`src/logic/rtc_defs.svh`:
```
/*
  Offsets, field positions, reset values and timing counts of the BCD clock.
  Assumes a 10 MHz system clock and 32-bit word-aligned register access.
*/
// Contract
// - All time and calendar values are BCD
// - 24-hour and 12-hour modes with meridiem indicator
// - Calendar spans 1900 to 2099, century 19/20
// - Years divisible by four are leap years
// - Seconds tick each second, higher counters carry
// - Five alarm fields, each with its enable
// - Full enabled match sets alarm flag, interrupt
// - Seconds-only alarm fires once per minute
// - Invalid time/calendar write rejected and flagged
// - Alarm writes checked and flagged the same way
// - Century 19 to 20, year valid BCD; century check is a hex range and also passes 1A-1F
// - Date 01-31, month 01-12, date fits month
// - Hours BCD, 00-23 no PM, or 01-12
// - Minutes and seconds BCD 00 to 59
// - Meridiem bit 22 picks range, reads 24-hour
// - Stop request sets acknowledge flag, cleared by one
// - Time keeps counting during calendar-only update
// - Programmable periodic event with optional interrupt
// - Time stop halts and unlocks time counters
// - Event select: minute, hour, midnight, noon
`ifndef RTC_DEFS_SVH
`define RTC_DEFS_SVH
`define CLK_HZ 10000000
`define TICK_PERIOD_S 1
`define TICK_CYCLES (`TICK_PERIOD_S * `CLK_HZ)
`define OFS_MODE 8'h00
`define OFS_HOUR_MODE 8'h04
`define OFS_TIME 8'h08
`define OFS_CAL 8'h0C
`define OFS_TIME_ALARM 8'h10
`define OFS_CAL_ALARM 8'h14
`define OFS_STATUS 8'h18
`define OFS_STATUS_CLEAR 8'h1C
`define OFS_IRQ_ENABLE 8'h20
`define OFS_IRQ_DISABLE 8'h24
`define OFS_IRQ_MASK 8'h28
`define OFS_VALID 8'h2C
`define CAL_RESET 32'h01819819
`define TIM_SEC 6:0
`define TIM_MIN 14:8
`define TIM_HOUR 21:16
`define TIM_PM 22
`define ALM_SEC_EN 7
`define ALM_MIN_EN 15
`define ALM_HOUR_EN 23
`define CAL_CENT 6:0
`define CAL_YEAR 15:8
`define CAL_MONTH 20:16
`define CAL_DAY 23:21
`define CAL_DATE 29:24
`define ALM_MONTH_EN 23
`define ALM_DATE_EN 31
`define MODE_TSTOP 0
`define MODE_CSTOP 1
`define MODE_TEV 9:8
`define MODE_CEV 17:16
`define SR_ACK 0
`define SR_ALARM 1
`define SR_SEC 2
`define SR_TIMEV 3
`define SR_CALEV 4
`define VER_TIME 0
`define VER_CAL 1
`define VER_TALM 2
`define VER_CALM 3
`define RESP_OKAY 2'b00
`define RESP_SLVERR 2'b10
`endif

```
`src/logic/rtc_pkg.sv`:
```
/*
  Types and BCD helper functions of the clock.
  Assumes operands are two-digit BCD held in eight bits.
*/
`default_nettype none
package rtc_pkg;
  typedef struct packed {
    logic [6:0] sec;
    logic [6:0] min;
    logic [5:0] hour;
    logic [2:0] day;
    logic [5:0] date;
    logic [4:0] month;
    logic [7:0] year;
    logic [6:0] cent;
    logic time_stop_request;
    logic calendar_stop_request;
    logic [1:0] periodic_time_event_select;
    logic [1:0] cal_event_select;
    logic hr12;
    logic [23:0] time_alarm;
    logic [31:0] calendar_alarm;
    logic [4:0] status;
    logic [4:0] imask;
    logic [3:0] invalid;
    logic aw_held;
    logic [7:0] awaddr;
    logic w_held;
    logic [31:0] wdata;
    logic [3:0] wstrb;
    logic bvalid;
    logic [1:0] bresp;
    logic rvalid;
    logic [31:0] rdata;
    logic [1:0] rresp;
    logic tick_d;
    logic irq;
  } rtc_state_t;

  function automatic logic bcd_ok(logic [7:0] v);
    return v[3:0] <= 4'h9 && v[7:4] <= 4'h9;
  endfunction

  function automatic logic [6:0] bcd_to_bin(logic [7:0] v);
    return 7'({3'h0, v[7:4]} * 7'h0A + {3'h0, v[3:0]});
  endfunction

  function automatic logic [7:0] bin_to_bcd(logic [6:0] b);
    return {4'(b / 7'h0A), 4'(b % 7'h0A)};
  endfunction

  function automatic logic [7:0] bcd_inc(logic [7:0] v);
    return (v[3:0] == 4'h9) ? {4'(v[7:4] + 4'h1), 4'h0} : {v[7:4], 4'(v[3:0] + 4'h1)};
  endfunction

  // Ten is 2 mod 4, so only the tens parity matters
  function automatic logic leap_year(logic [7:0] y);
    return 2'(y[1:0] + {y[4], 1'b0}) == 2'h0;
  endfunction

  function automatic logic [7:0] month_days(logic [4:0] m, logic [7:0] y);
    case (m)
      5'h02: return leap_year(y) ? 8'h29 : 8'h28;
      5'h04, 5'h06, 5'h09, 5'h11: return 8'h30;
      default: return 8'h31;
    endcase
  endfunction
endpackage
`default_nettype wire

```
`src/logic/rtc_tick_div.sv`:
```
/*
  Divider giving a one-cycle enable once per second.
  Assumes an active-low reset already released in step with the clock.
*/
`timescale 1ns/10ps
`default_nettype none
module rtc_tick_div #(
  parameter int unsigned CYCLES = 10
) (
  input wire logic clk_i,   // System clock
  input wire logic rst_n_i, // Active-low reset
  output logic tick_o       // One pulse per period
);
  logic [23:0] count;

  always_ff @(posedge clk_i or negedge rst_n_i) begin
    if (!rst_n_i) begin
      count <= 24'h000000;
      tick_o <= 1'b0;
    end else begin
      tick_o <= count == 24'(CYCLES - 1);
      count <= (count == 24'(CYCLES - 1)) ? 24'h000000 : 24'(count + 24'h000001);
    end
  end
endmodule
`default_nettype wire

```
`src/logic/rtc_entry_check.sv`:
```
/*
  Entry checks on a written word for time, calendar and alarm registers.
  Assumes the word is already merged with byte strobes.
*/
`timescale 1ns/10ps
`default_nettype none
`include "rtc_defs.svh"
module rtc_entry_check
  import rtc_pkg::*;
(
  input wire logic [31:0] wd_i, // Written word
  input wire logic hr12_i,      // 12-hour mode
  output logic time_ok_o,       // Time or time alarm valid
  output logic cal_ok_o,        // Calendar valid
  output logic calm_ok_o,       // Calendar alarm valid
  output logic [5:0] hour24_o   // Hour converted to 24-hour BCD
);
  logic [7:0] h, mi, se, mo, dt, yr, ce;
  logic pm, hour_ok, min_ok, sec_ok, date_ok;

  always_comb begin
    h = {2'h0, wd_i[`TIM_HOUR]};
    mi = {1'b0, wd_i[`TIM_MIN]};
    se = {1'b0, wd_i[`TIM_SEC]};
    mo = {3'h0, wd_i[`CAL_MONTH]};
    dt = {2'h0, wd_i[`CAL_DATE]};
    yr = wd_i[`CAL_YEAR];
    ce = {1'b0, wd_i[`CAL_CENT]};
    pm = wd_i[`TIM_PM];
    hour_ok = bcd_ok(h) && (hr12_i ? (h >= 8'h01 && h <= 8'h12) : (h <= 8'h23 && !pm));
    min_ok = bcd_ok(mi) && mi <= 8'h59;
    sec_ok = bcd_ok(se) && se <= 8'h59;
    time_ok_o = hour_ok && min_ok && sec_ok;
    date_ok = bcd_ok(dt) && dt >= 8'h01 && dt <= 8'h31 && bcd_ok(mo) && mo >= 8'h01 && mo <= 8'h12;
    cal_ok_o = date_ok && dt <= month_days(mo[4:0], yr)
      && ce >= 8'h19 && ce <= 8'h20 && bcd_ok(yr)
      && wd_i[`CAL_DAY] >= 3'h1 && wd_i[`CAL_DAY] <= 3'h7;
    calm_ok_o = date_ok && dt <= month_days(mo[4:0], 8'h00);
    if (!hr12_i) begin
      hour24_o = h[5:0];
    end else if (h == 8'h12) begin
      hour24_o = pm ? 6'h12 : 6'h00;
    end else begin
      hour24_o = pm ? 6'(bin_to_bcd(7'(bcd_to_bin(h) + 7'h0C))) : h[5:0];
    end
  end
endmodule
`default_nettype wire

```
`src/logic/bcd_rtc_calendar_alarm.sv`:
```
/*
  BCD time-of-day clock with calendar, masked alarm and periodic events,
  reached over AXI4-Lite. Assumes one 10 MHz clock and a master that keeps
  at most one write and one read outstanding.
*/
// The AXI4-Lite interface to the registers and the register offsets were left to the implementer.
`timescale 1ns/10ps
`default_nettype none
`include "rtc_defs.svh"
module bcd_rtc_calendar_alarm
  import rtc_pkg::*;
#(
  parameter int unsigned TICK_CYCLES = `TICK_CYCLES
) (
  input wire logic clk_i,                 // System clock
  input wire logic rst_n_i,               // Async active-low reset
  input wire logic [7:0] s_axi_awaddr_i,  // Write address
  input wire logic s_axi_awvalid_i,       // Write address valid
  output logic s_axi_awready_o,           // Write address ready
  input wire logic [31:0] s_axi_wdata_i,  // Write data
  input wire logic [3:0] s_axi_wstrb_i,   // Write byte strobes
  input wire logic s_axi_wvalid_i,        // Write data valid
  output logic s_axi_wready_o,            // Write data ready
  output logic [1:0] s_axi_bresp_o,       // Write response
  output logic s_axi_bvalid_o,            // Write response valid
  input wire logic s_axi_bready_i,        // Write response ready
  input wire logic [7:0] s_axi_araddr_i,  // Read address
  input wire logic s_axi_arvalid_i,       // Read address valid
  output logic s_axi_arready_o,           // Read address ready
  output logic [31:0] s_axi_rdata_o,      // Read data
  output logic [1:0] s_axi_rresp_o,       // Read response
  output logic s_axi_rvalid_o,            // Read data valid
  input wire logic s_axi_rready_i,        // Read data ready
  output logic irq_o                      // Masked status pending
);
  localparam logic [31:0] CAL_RST = `CAL_RESET;

  rtc_state_t s, n;
  logic [1:0] rst_sync;
  logic rst_n;
  logic tick, do_write, any_en, match, alarm_set, ack_set, ev_time, ev_cal;
  logic ev_sec, ev_min, ev_hour, ev_mid, ev_noon, ev_day, ev_week, ev_month, ev_year;
  logic time_ok, cal_ok, calm_ok;
  logic [5:0] hour24;
  logic [31:0] wd, time_rd;
  logic [4:0] set_vec;

  function automatic logic mapped(logic [7:0] a);
    return a[1:0] == 2'h0 && a <= `OFS_VALID;
  endfunction

  function automatic logic [31:0] read_word(rtc_state_t st, logic [7:0] a);
    logic pm;
    pm = st.hr12 && st.hour >= 6'h12;
    case (a)
      `OFS_MODE: return {14'h0, st.cal_event_select, 6'h0, st.periodic_time_event_select,
                         6'h0, st.calendar_stop_request, st.time_stop_request};
      `OFS_HOUR_MODE: return {31'h0, st.hr12};
      `OFS_TIME: return {9'h0, pm, st.hour, 1'b0, st.min, 1'b0, st.sec};
      `OFS_CAL: return {2'h0, st.date, st.day, st.month, st.year, 1'b0, st.cent};
      `OFS_TIME_ALARM: return {8'h0, st.time_alarm[23],
                               st.hr12 && st.time_alarm[`TIM_HOUR] >= 6'h12,
                               st.time_alarm[21:0]};
      `OFS_CAL_ALARM: return st.calendar_alarm;
      `OFS_STATUS: return {27'h0, st.status};
      `OFS_IRQ_MASK: return {27'h0, st.imask};
      `OFS_VALID: return {28'h0, st.invalid};
      default: return 32'h00000000;
    endcase
  endfunction

  function automatic logic [31:0] merge(logic [31:0] d, logic [3:0] be, logic [31:0] old);
    logic [31:0] r;
    r = old;
    for (int i = 0; i < 4; i++) begin
      if (be[i]) begin
        r[8*i +: 8] = d[8*i +: 8];
      end
    end
    return r;
  endfunction

  always_ff @(posedge clk_i or negedge rst_n_i) begin
    if (!rst_n_i) begin
      rst_sync <= 2'h0;
    end else begin
      rst_sync <= {rst_sync[0], 1'b1};
    end
  end
  assign rst_n = rst_sync[1];

  rtc_tick_div #(
    .CYCLES(TICK_CYCLES)
  ) u_tick (
    .clk_i(clk_i),
    .rst_n_i(rst_n),
    .tick_o(tick)
  );

  rtc_entry_check u_check (
    .wd_i(wd),
    .hr12_i(s.hr12),
    .time_ok_o(time_ok),
    .cal_ok_o(cal_ok),
    .calm_ok_o(calm_ok),
    .hour24_o(hour24)
  );

  assign time_rd = read_word(s, `OFS_TIME);
  assign s_axi_awready_o = !s.aw_held && !s.bvalid;
  assign s_axi_wready_o = !s.w_held && !s.bvalid;
  assign s_axi_arready_o = !s.rvalid;
  assign s_axi_bvalid_o = s.bvalid;
  assign s_axi_bresp_o = s.bresp;
  assign s_axi_rvalid_o = s.rvalid;
  assign s_axi_rdata_o = s.rdata;
  assign s_axi_rresp_o = s.rresp;
  assign irq_o = s.irq;

  always_comb begin
    n = s;
    wd = merge(s.wdata, s.wstrb, read_word(s, s.awaddr));
    do_write = s.aw_held && s.w_held && !s.bvalid;
    // Counter cascade; time halts on stop request only
    ev_sec = tick && !s.time_stop_request;
    ev_min = ev_sec && s.sec == 7'h59;
    ev_hour = ev_min && s.min == 7'h59;
    ev_mid = ev_hour && s.hour == 6'h23;
    ev_noon = ev_hour && s.hour == 6'h11;
    ev_day = ev_mid && !s.calendar_stop_request;
    ev_week = ev_day && s.day == 3'h7;
    ev_month = ev_day && {2'h0, s.date} == month_days(s.month, s.year);
    ev_year = ev_month && s.month == 5'h12;
    if (ev_sec) begin
      n.sec = ev_min ? 7'h00 : 7'(bcd_inc({1'b0, s.sec}));
    end
    if (ev_min) begin
      n.min = ev_hour ? 7'h00 : 7'(bcd_inc({1'b0, s.min}));
    end
    if (ev_hour) begin
      n.hour = ev_mid ? 6'h00 : 6'(bcd_inc({2'h0, s.hour}));
    end
    if (ev_day) begin
      n.day = ev_week ? 3'h1 : 3'(s.day + 3'h1);
      n.date = ev_month ? 6'h01 : 6'(bcd_inc({2'h0, s.date}));
    end
    if (ev_month) begin
      n.month = ev_year ? 5'h01 : 5'(bcd_inc({3'h0, s.month}));
    end
    if (ev_year) begin
      n.year = (s.year == 8'h99) ? 8'h00 : bcd_inc(s.year);
      if (s.year == 8'h99) begin
        n.cent = (s.cent == 7'h19) ? 7'h20 : 7'h19;
      end
    end
    n.tick_d = ev_sec;
    // Alarm compare, one cycle after each counted second
    any_en = s.time_alarm[`ALM_SEC_EN] || s.time_alarm[`ALM_MIN_EN]
      || s.time_alarm[`ALM_HOUR_EN] || s.calendar_alarm[`ALM_MONTH_EN]
      || s.calendar_alarm[`ALM_DATE_EN];
    match = any_en
      && (!s.time_alarm[`ALM_SEC_EN] || s.time_alarm[`TIM_SEC] == s.sec)
      && (!s.time_alarm[`ALM_MIN_EN] || s.time_alarm[`TIM_MIN] == s.min)
      && (!s.time_alarm[`ALM_HOUR_EN] || s.time_alarm[`TIM_HOUR] == s.hour)
      && (!s.calendar_alarm[`ALM_MONTH_EN] || s.calendar_alarm[`CAL_MONTH] == s.month)
      && (!s.calendar_alarm[`ALM_DATE_EN] || s.calendar_alarm[`CAL_DATE] == s.date);
    alarm_set = s.tick_d && match;
    case (s.periodic_time_event_select)
      2'h0: ev_time = ev_min;
      2'h1: ev_time = ev_hour;
      2'h2: ev_time = ev_mid;
      default: ev_time = ev_noon;
    endcase
    case (s.cal_event_select)
      2'h0: ev_cal = ev_week;
      2'h1: ev_cal = ev_month;
      2'h2: ev_cal = ev_year;
      default: ev_cal = 1'b0;
    endcase
    // Bus write channels
    if (s_axi_awvalid_i && s_axi_awready_o) begin
      n.aw_held = 1'b1;
      n.awaddr = s_axi_awaddr_i;
    end
    if (s_axi_wvalid_i && s_axi_wready_o) begin
      n.w_held = 1'b1;
      n.wdata = s_axi_wdata_i;
      n.wstrb = s_axi_wstrb_i;
    end
    if (s.bvalid && s_axi_bready_i) begin
      n.bvalid = 1'b0;
    end
    if (do_write) begin
      n.aw_held = 1'b0;
      n.w_held = 1'b0;
      n.bvalid = 1'b1;
      n.bresp = mapped(s.awaddr) ? `RESP_OKAY : `RESP_SLVERR;
      case (s.awaddr)
        `OFS_MODE: begin
          n.time_stop_request = wd[`MODE_TSTOP];
          n.calendar_stop_request = wd[`MODE_CSTOP];
          n.periodic_time_event_select = wd[`MODE_TEV];
          n.cal_event_select = wd[`MODE_CEV];
        end
        `OFS_HOUR_MODE: begin
          n.hr12 = wd[0];
        end
        `OFS_TIME: begin
          if (s.time_stop_request && time_ok) begin
            n.sec = wd[`TIM_SEC];
            n.min = wd[`TIM_MIN];
            n.hour = hour24;
            n.invalid[`VER_TIME] = 1'b0;
          end else if (s.time_stop_request) begin
            n.invalid[`VER_TIME] = 1'b1;
          end
        end
        `OFS_CAL: begin
          if (s.calendar_stop_request && cal_ok) begin
            n.cent = wd[`CAL_CENT];
            n.year = wd[`CAL_YEAR];
            n.month = wd[`CAL_MONTH];
            n.day = wd[`CAL_DAY];
            n.date = wd[`CAL_DATE];
            n.invalid[`VER_CAL] = 1'b0;
          end else if (s.calendar_stop_request) begin
            n.invalid[`VER_CAL] = 1'b1;
          end
        end
        `OFS_TIME_ALARM: begin
          if (time_ok) begin
            n.time_alarm = {wd[`ALM_HOUR_EN], 1'b0, hour24, wd[15:0]};
          end
          n.invalid[`VER_TALM] = !time_ok;
        end
        `OFS_CAL_ALARM: begin
          if (calm_ok) begin
            n.calendar_alarm = wd & 32'hBF9F0000;
          end
          n.invalid[`VER_CALM] = !calm_ok;
        end
        `OFS_STATUS_CLEAR: begin
          n.status = s.status & ~wd[4:0];
        end
        `OFS_IRQ_ENABLE: begin
          n.imask = s.imask | wd[4:0];
        end
        `OFS_IRQ_DISABLE: begin
          n.imask = s.imask & ~wd[4:0];
        end
        default: begin
        end
      endcase
    end
    // Read channel
    if (s.rvalid && s_axi_rready_i) begin
      n.rvalid = 1'b0;
    end
    if (s_axi_arvalid_i && s_axi_arready_o) begin
      n.rvalid = 1'b1;
      n.rdata = read_word(s, s_axi_araddr_i);
      n.rresp = mapped(s_axi_araddr_i) ? `RESP_OKAY : `RESP_SLVERR;
    end
    // Hardware sets applied last so they win over a clear
    ack_set = (n.time_stop_request && !s.time_stop_request)
      || (n.calendar_stop_request && !s.calendar_stop_request);
    set_vec = 5'h00;
    set_vec[`SR_ACK] = ack_set;
    set_vec[`SR_ALARM] = alarm_set;
    set_vec[`SR_SEC] = ev_sec;
    set_vec[`SR_TIMEV] = ev_time;
    set_vec[`SR_CALEV] = ev_cal;
    n.status = n.status | set_vec;
    n.irq = |(n.status & n.imask);
  end

  always_ff @(posedge clk_i or negedge rst_n) begin
    if (!rst_n) begin
      s <= '0;
      s.cent <= CAL_RST[`CAL_CENT];
      s.year <= CAL_RST[`CAL_YEAR];
      s.month <= CAL_RST[`CAL_MONTH];
      s.day <= CAL_RST[`CAL_DAY];
      s.date <= CAL_RST[`CAL_DATE];
    end else begin
      s <= n;
    end
  end

  a_sec_bcd: assert property (@(posedge clk_i) disable iff (!rst_n)
    s.sec[3:0] <= 4'h9 && s.sec <= 7'h59 && s.min[3:0] <= 4'h9 && s.hour <= 6'h23)
    else $error("time counter left BCD range");

  a_sec_rollover: assert property (@(posedge clk_i) disable iff (!rst_n)
    (ev_sec && s.sec == 7'h59 && s.min != 7'h59 && !do_write)
    |=> (s.sec == 7'h00 && s.min == 7'(bcd_inc({1'b0, $past(s.min)}))))
    else $error("seconds rollover did not carry into minutes");

  a_time_halted: assert property (@(posedge clk_i) disable iff (!rst_n)
    (s.time_stop_request && !(do_write && s.awaddr == `OFS_TIME))
    |=> ($stable(s.sec) && $stable(s.min) && $stable(s.hour)))
    else $error("time moved while stopped");

  a_cal_time_runs: assert property (@(posedge clk_i) disable iff (!rst_n)
    (tick && s.calendar_stop_request && !s.time_stop_request && s.sec == 7'h10)
    |=> s.sec == 7'h11)
    else $error("time stalled during calendar update");

  a_leap_feb: assert property (@(posedge clk_i) disable iff (!rst_n)
    (ev_day && s.month == 5'h02 && s.date == 6'h28 && leap_year(s.year)
      && !(do_write && s.awaddr == `OFS_CAL))
    |=> s.date == 6'h29)
    else $error("leap February skipped the 29th");

  a_ack_on_stop: assert property (@(posedge clk_i) disable iff (!rst_n)
    $rose(s.time_stop_request) |-> s.status[`SR_ACK])
    else $error("stop request not acknowledged");

  a_bad_time_kept: assert property (@(posedge clk_i) disable iff (!rst_n)
    (do_write && s.awaddr == `OFS_TIME && s.time_stop_request && !time_ok)
    |=> ($stable(s.sec) && $stable(s.hour) && s.invalid[`VER_TIME]))
    else $error("invalid time write was loaded");

  a_sec_alarm: assert property (@(posedge clk_i) disable iff (!rst_n)
    (s.tick_d && s.time_alarm[`ALM_SEC_EN] && s.time_alarm[`TIM_SEC] == s.sec
      && !s.time_alarm[`ALM_MIN_EN] && !s.time_alarm[`ALM_HOUR_EN]
      && !s.calendar_alarm[`ALM_MONTH_EN] && !s.calendar_alarm[`ALM_DATE_EN])
    |=> s.status[`SR_ALARM])
    else $error("seconds alarm did not fire");

  a_alarm_irq: assert property (@(posedge clk_i) disable iff (!rst_n)
    ($rose(s.status[`SR_ALARM]) && s.imask[`SR_ALARM]) |-> irq_o)
    else $error("enabled alarm raised no interrupt");

  a_hour_event: assert property (@(posedge clk_i) disable iff (!rst_n)
    (ev_hour && s.periodic_time_event_select == 2'h1) |=> s.status[`SR_TIMEV])
    else $error("hour event not flagged");

  a_no_pm_24h: assert property (@(posedge clk_i) disable iff (!rst_n)
    !s.hr12 |-> !time_rd[`TIM_PM])
    else $error("meridiem shown in 24-hour mode");

  a_century: assert property (@(posedge clk_i) disable iff (!rst_n)
    (do_write && s.awaddr == `OFS_CAL && s.calendar_stop_request && cal_ok)
    |=> (s.cent == 7'h19 || s.cent == 7'h20))
    else $error("century outside 19 to 20");
endmodule
`default_nettype wire

```
`config.mk`:
```
export PLATFORM = sky130hd
export DESIGN_NAME = bcd_rtc_calendar_alarm
export DESIGN_NICKNAME = d
export VERILOG_FILES = /design/src/logic/rtc_pkg.sv /design/src/logic/rtc_tick_div.sv /design/src/logic/rtc_entry_check.sv /design/src/logic/bcd_rtc_calendar_alarm.sv
export VERILOG_INCLUDE_DIRS = /design/src /design/src/logic
export SDC_FILE = /design/constraint.sdc
export NUM_CORES = 1
export LEC_CHECK = 0
export ABC_AREA = 1
export BUFFER_PORTS_ARGS = -buffer_cell sky130_fd_sc_hd__buf_4
export CORE_ASPECT_RATIO = 1.2
export CORE_MARGIN = 8
export CORE_UTILIZATION = 55
export CTS_BUF_LIST = sky130_fd_sc_hd__clkbuf_8
export CTS_CLUSTER_SIZE = 14
export DETAILED_ROUTE_END_ITERATION = 16
export HOLD_SLACK_MARGIN = 0.06
export PLACE_DENSITY = 0.74
export SETUP_SLACK_MARGIN = 0.15
export SLEW_MARGIN = 20
export SYNTH_ARGS = -nofsm -noshare
export SYNTH_HDL_FRONTEND = slang
export SYNTH_SLANG_ARGS = --single-unit
export TNS_END_PERCENT = 5
```
`constraint.sdc`:
```
create_clock -name clk_i -period 8.03 [get_ports clk_i]
set_input_delay 0.803 -clock clk_i [delete_from_list [all_inputs] [get_ports clk_i]]
set_output_delay 0.803 -clock clk_i [all_outputs]
set_load 0.1 [all_outputs]
```
==> impl_metrics.json <==
{
  "status": "finished clean",
  "area_growth_pct": 10.99,
  "r2r_start": "s[77]$_DFFE_PN0P_",
  "numPortBuffers": 96,
  "finalSetupTns_ns": 0,
  "reg2reg_depth": 32,
  "r2r_slack_ns": 2.50,
  "worst_pin_slew_ns": 1.108,
  "tritoncts": "yes",
  "clkTransAtPathRegs_ns": 0.06,
  "cts_buffer_depth": 3,
  "dr.pass1.iters": 7,
  "dpl_worst_slack_ns": 2.662,
  "post-route-drc-count": 0,
  "grt_remaining_overflow": 0,
  "fin_crit_ns": 5.531,
  "io_pins": 101,
  "synth.distinct_cells": 62,
  "synth_top_cell_by_area": "dfrtp_1",
  "routabilityCongestion": 0.9997,
  "clk_latency_ns": 0.54,
  "track_usage_pct": 27.83,
  "ys_ff_latch": 215,
  "hold_viol_final": 0,
  "fp.dieH_um": 185.3,
  "grt_pass1_vias": 11810,
  "switching_share_pct": 45.01,
  "dieArea_um2": 29120,
  "required_ns": 8.43,
  "cts.sinks": 215,
  "fin_ws_ns": 2.499,
  "grt_pass1_wl_mm": 63.15,
  "worst_clock_skew_ns": 0.02436,
  "critPathCaptureType": "register",
  "final_cell_mix": "nand2_1, inv_1, dfrtp_1",
  "relSlewSlack_pct": 25.96,
  "cts_root_buffer": "clkbuf_8",
  "finalSetupViolCount": 0,
  "pwr-share-clk_pct": 23.1,
  "antenna_found_initial": 0,
  "power_density_nw_per_um2": 293.2,
  "syn_area_um2": 13140,
  "routed_wl_mm": 40.31,
  "power_leakage_nw": 7.014,
  "fin_crit_sh_pct": 68.88,
  "critPathMostFrequentCell": "nand2_1",
  "final_common_cell": "nand2_1",
  "critPathArrivalTime_ns": 5.93,
  "p_int_mw": 2.352,
  "postCtsSetupBuffers": 0,
  "slowest_stage": "fa_1",
  "layout.nets": 1864,
  "initial_utilization_pct": 55.37,
  "combPwrFrac_pct": 46.1,
  "yosys_warnings": 0,
  "min_path_type": "reg2reg",
  "drt-initial-drc-count": 1051,
  "slowest_delay_ns": 0.55,
  "netSwitchingPower_mw": 1.925,
  "ys_seq_area_share_pct": 41.02,
  "core_area_um2": 23740,
  "start_kind": "register",
  "rows": 62,
  "antenna_left": 0,
  "grt_max_degree": 63,
  "vdd_drop_max_mv": 0.5841,
  "drv_cap": 0,
  "viasPerCell": 5.747,
  "synth_top_area_share_pct": 39.22,
  "max_freq_mhz": 180.8,
  "rsz0062_at_grt": "no",
  "endpoint": "s[152]$_DFFE_PN0P_",
  "drive_gt1_share_pct": 14.89,
  "p_seq_share_pct": 30.9,
  "synthCells": 1714,
  "drt-wirelength-per-cell_um": 18.96,
  "r2r-end": "s[152]$_DFFE_PN0P_",
  "crit_start": "s[77]$_DFFE_PN0P_",
  "htree_levels": 2,
  "antenna_cells": 0,
  "critical_path_class": "reg2reg",
  "cts_buffers": 37,
  "worstHoldStart": "rst_sync[0]$_DFF_PN0_",
  "fp.dieW_um": 157.1,
  "n_fill_cell": 2214,
  "avgSynthCellArea_um2": 7.669,
  "num_vias": 12220,
  "hpwl_mm": 30.11,
  "slew_violations": 0,
  "synth.area.top_cells": "dfrtp_1, nand2_1, inv_1",
  "critPathMaxFanout": 11
}
[power by group through the flow]
stage          clock network, mW  logic, mW  registers, mW
3_3_place_gp                   0       1.87           1.33
2_1_floorplan                  0       1.46           1.32
6_report                   0.986       1.97           1.32
3_5_place_dp                   0       1.94           1.34
4_1_cts                     1.00       1.95           1.32
5_1_grt                     1.05       2.23           1.34
[critical path, delay by kind of cell (launching register included)]
family | cells | cell delay [ns]
AND/OR/NAND/NOR | 16 | 1.97
adder cells (fa/ha/maj) | 5 | 1.41
buffers and inverters | 6 | 0.51
AO/OA/AOI/OAI | 5 | 1.11
flip-flops | 1 | 0.41
[how the worst min path moves through the flow]
stage / depth (start not counted) / endpoint / slack, ns
3_5_place_dp: 0 / rst_sync[1]$_DFF_PN0_ / 0.34
5_1_grt: 0 / rst_sync[1]$_DFF_PN0_ / 0.36
3_3_place_gp: 0 / rst_sync[1]$_DFF_PN0_ / 0.33
2_1_floorplan: 0 / rst_sync[1]$_DFF_PN0_ / 0.33
6_report: 0 / rst_sync[1]$_DFF_PN0_ / 0.34
4_1_cts: 0 / rst_sync[1]$_DFF_PN0_ / 0.35
[layout make-up]
class	instances	area, um2	area share [%]
inverter	239	899.6	6.166
tap	320	400.4	2.744
clock buffer	44	605.6	4.151
timing repair buffer	104	783.3	5.369
clock inverter	24	126.4	0.8662
multi-input combinational	1180	6379	43.72
sequential	215	5395	36.98
[timing repair]
action / in CTS / in global routing
hold buffers: 1 / 0
gates resized for setup: 0 / 0
hold endpoints to repair: 2 / 0
[cell usage after synthesis, drive strengths merged]
library cell and number:
o21a 2, nor4 8, or4 1, nand3 95, a32oi 1, nand4 19, xnor2 12, a21boi 1
or3b 1, xor2 25, inv 237, dfrtp 206, o21bai 1, a21oi 56, a31oi 8, nor3 36
dfstp 9, o2111ai 5, buf 57, a221oi 14, clkbuf 25, clkinv 2, o211ai 9, conb 2
o311ai 1, o21ai 169, o41ai 4, mux2i 1, nand2 409, or2 1, nor2 156, o22ai 53
o31ai 5, and3 1, ha 27, a211oi 2, o221ai 12, nor3b 4, nand3b 5, fa 1
a22oi 1, mux2 30
[sequential cells by signal (all words and copies together), names as in the netlist]
register / flops
u_tick.count: 24
s_axi_rvalid_o: 1
irq_o: 1
s_axi_rdata_o: 31
s_axi_bvalid_o: 1
s_axi_bresp_o: 1
s_axi_rresp_o: 1
s: 152
u_tick.tick_o: 1
rst_sync: 2
[layer usage]
metal	part of all wire [%]	global-route usage, %	vias to the layer above
met4	5.1	14.19	0
met2	46	44.97	555
met1	40	35.34	5762
met5	0	0	-
met3	8.0	4.995	127
li1	-	-	5775
[metrics by stage]
stage	power (mW)	hold slack (ns)	cells	area, um2	utilization (%)
after floorplan	2.782	0.3312	1716	13150	-
final	4.277	0.3439	2126	14590	61.46
after CTS	4.275	0.3483	2126	14590	61.46
after global routing	4.625	0.3618	2126	14590	61.46
after detailed placement	3.278	0.3387	2057	13850	58.33
after global placement	3.199	0.3346	2057	13850	58.33
[cell families after synthesis]
family                   Yosys count  share of synthesized area [%]
other                              2                        0.05714
adder cells (fa/ha/maj)           28                          2.722
AO/OA/AOI/OAI                    344                          15.58
XOR/XNOR                          37                          2.465
buffers and inverters            321                          10.57
AND/OR/NAND/NOR                  736                          24.91
flip-flops                       215                          41.02
multiplexers                      31                          2.675
No activity file was read; power rests on OpenSTA's default activity.
